### src/verilog/eusi_pkg.sv
package eusi_pkg;
   // Character kinds on the link-side character path
   localparam logic [2:0] EUSI_K_DATA = 3'h0;
   localparam logic [2:0] EUSI_K_EOP = 3'h1;
   localparam logic [2:0] EUSI_K_EEP = 3'h2;
   localparam logic [2:0] EUSI_K_TIME = 3'h3;
   localparam logic [2:0] EUSI_K_INT = 3'h4;
   localparam logic [2:0] EUSI_K_ACK = 3'h5;
   // Field widths
   localparam int EUSI_DATA_W = 8;
   localparam int EUSI_IID_W = 5;
   localparam int EUSI_TIME_W = 6;
   // Receive buffer word layout: {err, end, data}
   localparam int EUSI_BUF_END = 8;
   localparam int EUSI_BUF_ERR = 9;
   localparam int EUSI_BUF_W = 10;
   // Reset values
   localparam logic [7:0] EUSI_RST_DATA = 8'h00;
   localparam logic [2:0] EUSI_RST_KIND = 3'h0;
   localparam logic [5:0] EUSI_RST_TIME = 6'h3F;
   localparam logic [31:0] EUSI_RST_PEND = 32'h0000_0000;
   // Default depth of the receive packet buffer, in characters
   localparam int EUSI_RX_DEPTH = 64;
endpackage : eusi_pkg

### src/verilog/eusi_endpoint.sv
`timescale 1ns/1ps
`default_nettype none
module eusi_endpoint
   import eusi_pkg::*;
#(
   parameter int RX_DEPTH = EUSI_RX_DEPTH,
   parameter logic [7:0] EP_ID = 8'h01, // Arbitrary end-point number
   parameter bit HAS_TIME = 1'b1,
   parameter bit HAS_INT = 1'b1
) (
   // Clock and reset
   input wire logic clk_sys,
   input wire logic rst,
   // Packet send request
   input wire logic tx_pkt_valid,
   input wire logic [7:0] tx_pkt_data,
   input wire logic tx_pkt_end,
   input wire logic tx_pkt_err,
   output logic tx_pkt_ready,
   // Packet receive indication and read-out
   output logic rx_pkt_ind,
   output logic rx_rd_valid,
   output logic [7:0] rx_rd_data,
   output logic rx_rd_end,
   output logic rx_rd_err,
   input wire logic rx_rd_ready,
   // Time-code request and indication
   input wire logic tc_req_valid,
   input wire logic [7:0] tc_req_value,
   output logic tc_req_ready,
   output logic tc_ind,
   output logic [7:0] tc_ind_value,
   // Distributed interrupt request, acknowledge and indications
   input wire logic int_req_valid,
   input wire logic [4:0] int_req_id,
   output logic int_req_ready,
   input wire logic ack_req_valid,
   input wire logic [4:0] ack_req_id,
   output logic ack_req_ready,
   output logic int_ind,
   output logic [4:0] int_ind_id,
   output logic ack_ind,
   output logic [4:0] ack_ind_id,
   // Configuration and status
   input wire logic cfg_time_en,
   input wire logic cfg_int_en,
   input wire logic cfg_ack_en,
   input wire logic cfg_loopback,
   output logic [7:0] sts_ep_id,
   output logic [3:0] sts_cfg,
   output logic [31:0] sts_int_pend,
   output logic sts_tx_busy,
   // Link-side character path
   input wire logic lnk_run,
   output logic lnk_tx_valid,
   output logic [2:0] lnk_tx_kind,
   output logic [7:0] lnk_tx_data,
   input wire logic lnk_tx_ready,
   input wire logic lnk_rx_valid,
   input wire logic [2:0] lnk_rx_kind,
   input wire logic [7:0] lnk_rx_data,
   output logic lnk_rx_ready
);
   localparam int AW = $clog2(RX_DEPTH);

   // Depth must be a power of two for the wrapping pointers
   if (RX_DEPTH < 2 || (RX_DEPTH & (RX_DEPTH - 1)) != 0) begin : g_chk
      $error("RX_DEPTH must be a power of two, at least 2");
   end

   // Broadcast codes bypass the packet buffer
   function automatic logic eusi_is_code(input logic [2:0] k);
      eusi_is_code = (k == EUSI_K_TIME) || (k == EUSI_K_INT) || (k == EUSI_K_ACK);
   endfunction : eusi_is_code

   ////////////////////////////////////////////////////////////////////////
   // Transmit side
   logic txv_r;
   logic [2:0] txk_r;
   logic [7:0] txd_r;
   logic tc_p_r;
   logic [7:0] tc_v_r;
   logic int_p_r;
   logic [4:0] int_v_r;
   logic ack_p_r;
   logic [4:0] ack_v_r;
   logic snk_rdy;
   logic slot_free;
   logic tx_allow;
   logic code_p;
   logic pkt_take;
   logic tc_take;
   logic int_take;
   logic ack_take;
   logic rx_acc;
   logic time_on;
   logic int_on;

   // Optional services vanish when their parameter is off
   assign time_on = HAS_TIME & cfg_time_en;
   assign int_on = HAS_INT & cfg_int_en;

   // In loopback the receive path is the sink of the output slot
   assign snk_rdy = cfg_loopback ? rx_acc : lnk_tx_ready;
   assign slot_free = !txv_r || snk_rdy;
   assign tx_allow = lnk_run || cfg_loopback;
   assign code_p = tc_p_r || int_p_r || ack_p_r;
   // Codes win the slot so they never wait behind a packet
   assign tx_pkt_ready = slot_free && tx_allow && !code_p;
   assign pkt_take = tx_pkt_valid && tx_pkt_ready;
   // One request held per service until it enters the slot
   assign tc_req_ready = !tc_p_r && time_on;
   assign int_req_ready = !int_p_r && int_on;
   assign ack_req_ready = !ack_p_r && int_on;
   assign tc_take = tc_req_valid && tc_req_ready;
   assign int_take = int_req_valid && int_req_ready;
   assign ack_take = ack_req_valid && ack_req_ready;

   // Pending broadcast requests
   always_ff @(posedge clk_sys) begin
      if (rst) begin
         tc_p_r <= 1'b0;
         int_p_r <= 1'b0;
         ack_p_r <= 1'b0;
         tc_v_r <= EUSI_RST_DATA;
         int_v_r <= 5'h00;
         ack_v_r <= 5'h00;
      end else begin
         if (tc_take) begin
            tc_p_r <= 1'b1;
            tc_v_r <= tc_req_value;
         end else if (slot_free && tx_allow && !int_p_r && !ack_p_r) begin
            tc_p_r <= 1'b0;
         end
         if (int_take) begin
            int_p_r <= 1'b1;
            int_v_r <= int_req_id;
         end else if (slot_free && tx_allow) begin
            int_p_r <= 1'b0;
         end
         if (ack_take) begin
            ack_p_r <= cfg_ack_en;
            ack_v_r <= ack_req_id;
         end else if (slot_free && tx_allow && !int_p_r) begin
            ack_p_r <= 1'b0;
         end
      end
   end

   // Output slot: interrupt, then ack, then time, then packet
   always_ff @(posedge clk_sys) begin
      if (rst) begin
         txv_r <= 1'b0;
         txk_r <= EUSI_RST_KIND;
         txd_r <= EUSI_RST_DATA;
      end else if (slot_free) begin
         txv_r <= 1'b0;
         if (tx_allow && int_p_r) begin
            txv_r <= 1'b1;
            txk_r <= EUSI_K_INT;
            txd_r <= {3'h0, int_v_r};
         end else if (tx_allow && ack_p_r) begin
            txv_r <= 1'b1;
            txk_r <= EUSI_K_ACK;
            txd_r <= {3'h0, ack_v_r};
         end else if (tx_allow && tc_p_r) begin
            txv_r <= 1'b1;
            txk_r <= EUSI_K_TIME;
            txd_r <= tc_v_r;
         end else if (pkt_take) begin
            txv_r <= 1'b1;
            txk_r <= !tx_pkt_end ? EUSI_K_DATA : (tx_pkt_err ? EUSI_K_EEP : EUSI_K_EOP);
            txd_r <= tx_pkt_end ? EUSI_RST_DATA : tx_pkt_data;
         end
      end
   end

   // Link driven only when not looped back
   assign lnk_tx_valid = txv_r && !cfg_loopback;
   assign lnk_tx_kind = txk_r;
   assign lnk_tx_data = txd_r;

   ////////////////////////////////////////////////////////////////////////
   // Receive side
   logic in_v;
   logic [2:0] in_k;
   logic [7:0] in_d;
   logic in_take;
   logic [EUSI_BUF_W-1:0] mem_r [RX_DEPTH];
   logic [AW:0] wr_r;
   logic [AW:0] rd_r;
   logic [AW:0] pkt_cnt_r;
   logic buf_full;
   logic wr_en;
   logic wr_end;
   logic rd_take;
   logic rd_end;
   logic [EUSI_BUF_W-1:0] head;
   logic [5:0] tc_last_r;
   logic tc_good;
   logic int_good;
   logic ack_good;
   logic [31:0] int_pend_r;

   assign in_v = cfg_loopback ? txv_r : lnk_rx_valid;
   assign in_k = cfg_loopback ? txk_r : lnk_rx_kind;
   assign in_d = cfg_loopback ? txd_r : lnk_rx_data;
   assign buf_full = (wr_r - rd_r) == (AW + 1)'(RX_DEPTH);
   // Codes are always consumed; packet characters stall on a full buffer
   assign rx_acc = eusi_is_code(in_k) || !buf_full;
   assign lnk_rx_ready = rx_acc && !cfg_loopback;
   assign in_take = in_v && rx_acc;
   assign wr_en = in_take && !eusi_is_code(in_k);
   assign wr_end = wr_en && (in_k != EUSI_K_DATA);

   // Packet buffer write, whole packets kept until read
   always_ff @(posedge clk_sys) begin
      if (wr_en) begin
         mem_r[wr_r[AW-1:0]] <= {in_k == EUSI_K_EEP, in_k != EUSI_K_DATA, in_d};
      end
   end

   // Only complete packets are offered, so a read never waits mid-packet
   assign head = mem_r[rd_r[AW-1:0]];
   assign rx_rd_valid = pkt_cnt_r != '0;
   assign rx_rd_data = head[EUSI_DATA_W-1:0];
   assign rx_rd_end = head[EUSI_BUF_END];
   assign rx_rd_err = head[EUSI_BUF_ERR];
   assign rd_take = rx_rd_valid && rx_rd_ready;
   assign rd_end = rd_take && head[EUSI_BUF_END];
   assign rx_pkt_ind = pkt_cnt_r != '0;

   // Pointers and count of complete packets
   always_ff @(posedge clk_sys) begin
      if (rst) begin
         wr_r <= '0;
         rd_r <= '0;
         pkt_cnt_r <= '0;
      end else begin
         if (wr_en) begin
            wr_r <= wr_r + 1'b1;
         end
         if (rd_take) begin
            rd_r <= rd_r + 1'b1;
         end
         if (wr_end && !rd_end) begin
            pkt_cnt_r <= pkt_cnt_r + 1'b1;
         end else if (rd_end && !wr_end) begin
            pkt_cnt_r <= pkt_cnt_r - 1'b1;
         end
      end
   end

   // A time-code is valid when its count follows the last one
   assign tc_good = in_take && in_k == EUSI_K_TIME && time_on
      && in_d[5:0] == tc_last_r + 6'h01;
   assign int_good = in_take && in_k == EUSI_K_INT && int_on
      && !int_pend_r[in_d[4:0]];
   assign ack_good = in_take && in_k == EUSI_K_ACK && int_on;

   // Indications are one-cycle pulses with registered values
   always_ff @(posedge clk_sys) begin
      if (rst) begin
         tc_ind <= 1'b0;
         int_ind <= 1'b0;
         ack_ind <= 1'b0;
         tc_ind_value <= EUSI_RST_DATA;
         int_ind_id <= 5'h00;
         ack_ind_id <= 5'h00;
         tc_last_r <= EUSI_RST_TIME;
      end else begin
         tc_ind <= tc_good;
         int_ind <= int_good;
         ack_ind <= ack_good;
         if (in_take && in_k == EUSI_K_TIME && time_on) begin
            tc_last_r <= in_d[5:0];
         end
         if (tc_good) begin
            tc_ind_value <= in_d;
         end
         if (int_good) begin
            int_ind_id <= in_d[4:0];
         end
         if (ack_good) begin
            ack_ind_id <= in_d[4:0];
         end
      end
   end

   // Pending interrupts; a new arrival beats a clear of the same bit
   always_ff @(posedge clk_sys) begin
      if (rst) begin
         int_pend_r <= EUSI_RST_PEND;
      end else begin
         for (int i = 0; i < 32; i++) begin
            if (int_good && in_d[4:0] == 5'(i)) begin
               int_pend_r[i] <= 1'b1;
            end else if ((ack_take && ack_req_id == 5'(i))
                  || (ack_good && in_d[4:0] == 5'(i))) begin
               int_pend_r[i] <= 1'b0;
            end
         end
      end
   end

   ////////////////////////////////////////////////////////////////////////
   // Status read-back
   always_ff @(posedge clk_sys) begin
      if (rst) begin
         sts_cfg <= 4'h0;
         sts_tx_busy <= 1'b0;
      end else begin
         sts_cfg <= {cfg_loopback, cfg_ack_en, cfg_int_en, cfg_time_en};
         sts_tx_busy <= txv_r || code_p;
      end
   end
   assign sts_int_pend = int_pend_r;
   assign sts_ep_id = EP_ID;
endmodule : eusi_endpoint
`default_nettype wire

### config.mk
export PLATFORM = sky130hd
export DESIGN_NAME = eusi_endpoint
export DESIGN_NICKNAME = d
export VERILOG_FILES = /design/src/verilog/eusi_pkg.sv /design/src/verilog/eusi_endpoint.sv
export SDC_FILE = /design/constraint.sdc
export NUM_CORES = 1
export LEC_CHECK = 0
export ABC_CLOCK_PERIOD_IN_PS = 7100
export BUFFER_PORTS_ARGS = -buffer_cell sky130_fd_sc_hd__buf_4
export CORE_MARGIN = 2
export CORE_UTILIZATION = 30
export CTS_CLUSTER_SIZE = 24
export DETAILED_ROUTE_END_ITERATION = 6
export PLACE_DENSITY = 0.47
export SKIP_LAST_GASP = 1
export SLEW_MARGIN = 0
export SYNTH_ARGS = -nofsm -noshare
export SYNTH_HDL_FRONTEND = slang
export SYNTH_SLANG_ARGS = --single-unit
### constraint.sdc
create_clock -name clk_sys -period 7.1 [get_ports clk_sys]
set_clock_uncertainty 0.05 [all_clocks]
set_input_delay 0.71 -clock clk_sys [delete_from_list [all_inputs] [get_ports clk_sys]]
set_output_delay 0.71 -clock clk_sys [all_outputs]
set_load 0.01 [all_outputs]
==> out/qor.yml <==
status: "finished clean"
relSlewSlack_pct: 17.4
core-area_um2: 103000
synthCells: 1782
grt_pass1_vias: 17500
io_buffers: 139
synth.distinct_cells: 75
rsz0062_at_grt: "no"
num_rows: 118
async_flop_share_pct: 0
routedWlPerCell_um: 24.2
drc: 0
cts_hold_buf: 0
slew_viol_final: 0
syn2layout_area_growth_pct: 17.5
fillers: 9759
endpoint_kind: "primary output"
path_clk_slew_ns: 0.06
crit_fanout: 43
dp_hpwl_mm: 52.5
gp_congestion: 0.829
h-tree-depth: 3
io_pins: 148
critPathLaunchType: "register"
grt_pass1_wl_mm: 121
root_buffer: "clkbuf_16"
peakVddDrop_v: 0.000151
mostFrequentLayoutCell: "edfxtp_1"
path_class: "reg -> out"
clk_path_buf_depth: 3
drtIter0Drc: 1422
grt_max_degree: 82
synth_ff_type: "edfxtp_1"
drt-vias-per-instance: 5.01
antenna_cells: 0
drtAntennaViolNets: 0
post-route-period-util_pct: 68.9
worst_pin_slew_ns: 1.23
hold_slack_ns: 0.264
cp.required_ns: 6.34
p_leak_nw: 11.8
arrival_ns: 4.13
overflow: 0
hold_viol: 0
synth_edf_count: 640
cts_setup_buffers: 0
finalSetupTns_ns: 0
max-cap-violations: 0
grtUsageTotal_pct: 15.4
die_w_um: 327
wl_mm: 82.8
antenna_found_initial: 1
dr_total_vias: 17100
period_needed_ns: 4.89
drive_gt1_share_pct: 28.9
final_cell_mix: "640 x edfxtp_1, 217 x buf_4, 214 x mux4_2, 120 x dfxtp_1, 84 x clkbuf_16"
initial_core_util_pct: 30.3
ys_ff_latch: 764
die_area_um2: 107000
setup_viol: 0
p_per_area_nw_per_um2: 304
yosysSeqAreaShare_pct: 69.3
cts-resized-gates: 0
yosys_warnings: 0
syn_avg_cell_area_um2: 17.6
clock_sinks: 764
insertion_delay_ns: 0.63
max_freq_ghz: 0.204
fp.dieH_um: 327
cts_buffers: 81
netlist_area_um2: 31300
fin_nets: 2037
hp-class: "in -> reg"
cts_tree: "done"
drt_first_pass_iters: 5
cell families (layout without fill, tap and decap cells):
group,count (synthesis),in the layout,synth area share (%)
muxes,253,253,16.8
xor gates and xnor gates,23,23,0.735
DFF,764,764,69.3
other,2,8,0.0240
and+or+nand+nor,398,398,6.50
adders and majority gates,16,16,0.663
buffers and inverters,139,386,2.04
AOI/OAI and AO/OA,187,187,3.94
power breakdown:
group | switching (W) | internal (W) | leakage, nW | total, W
clock network | 0.00178 | 0.00240 | 1.28 | 0.00418
logic | 0.00103 | 0.000933 | 3.73 | 0.00196
registers | 0.000113 | 0.00495 | 6.83 | 0.00506
total | 0.00292 | 0.00828 | 11.8 | 0.0112
registers in the layout, indices dropped and copies added (netlist names), 3 cells and up, named ones only:
name          count
mem_r           640
ack_ind_id        5
pkt_cnt_r         7
tc_last_r         6
lnk_tx_kind       3
wr_r              7
sts_int_pend     32
tc_ind_value      8
tc_v_r            8
int_v_r           5
ack_v_r           5
int_ind_id        5
sts_cfg           4
rd_r              7
lnk_tx_data       8
path summary, 6_finish.rpt:
path	start	endpoint	slack (ns)	depth (start not counted)
max	register	rx_rd_data[6]	2.21	5
min reg2reg	tc_v_r[2]$_SDFFE_PP0P_	tc_v_r[2]$_SDFFE_PP0P_	0.41	2
max reg2reg	register	pkt_cnt_r[6]$_SDFFE_PP0P_	2.40	13
min	cfg_ack_en	sts_cfg[2]$_SDFF_PP0_	0.26	2
cells in the mapped netlist, types with 24 or more instances:
library cell / number / area, um2
edfxtp_1: 640 / 19200
mux4_2: 214 / 4820
dfxtp_1: 124 / 2480
nor2_1: 78 / 293
nand2_1: 77 / 289
nor3_1: 72 / 360
clkbuf_1: 63 / 236
nor2b_1: 54 / 338
a21oi_1: 44 / 220
o21ai_0: 42 / 210
nand3_1: 34 / 170
o221ai_1: 32 / 280
mux2i_1: 26 / 260
nand2b_1: 26 / 163
buf_2: 24 / 120
final cells by class:
type / count / area (um2) / area share (%)
Clock inverter: 38 / 328 / 0.891
Inverter: 19 / 71.3 / 0.194
Sequential cell: 764 / 21700 / 59.0
Clock buffer: 112 / 2280 / 6.19
Multi-Input combinational cell: 885 / 9050 / 24.6
Timing Repair Buffer: 217 / 1630 / 4.43
Tap cell: 1380 / 1730 / 4.69
layer usage:
metal,global-route usage (%),share of wire (%),vias up
met3,2.61,4.9,110
met4,3.66,1.8,0
met5,0,0,-
li1,-,-,7519
met1,21.7,46,8953
met2,24.8,47,519
stage by stage:
step                      total power (W)  setup WS (ns)  util [%]  area [um2]  cells
after floorplan                   0.00648          0.598         -       31300   1788
after global placement            0.00716           2.37      33.0       34200   3265
after detailed placement          0.00717           2.30      33.0       34200   3265
after CTS                          0.0114           2.03      35.6       36800   3415
after global routing               0.0116           1.91      35.6       36800   3415
final                              0.0112           2.21      35.6       36800   3415
worst max-delay path, stage by stage (launching register included):
cell     delay (ns)
dfxtp_4        0.69
buf_4          0.80
mux4_2         0.66
mux4_2         0.58
mux4_2         0.54
buf_4          0.17
Power figures use the tool's default switching activity.
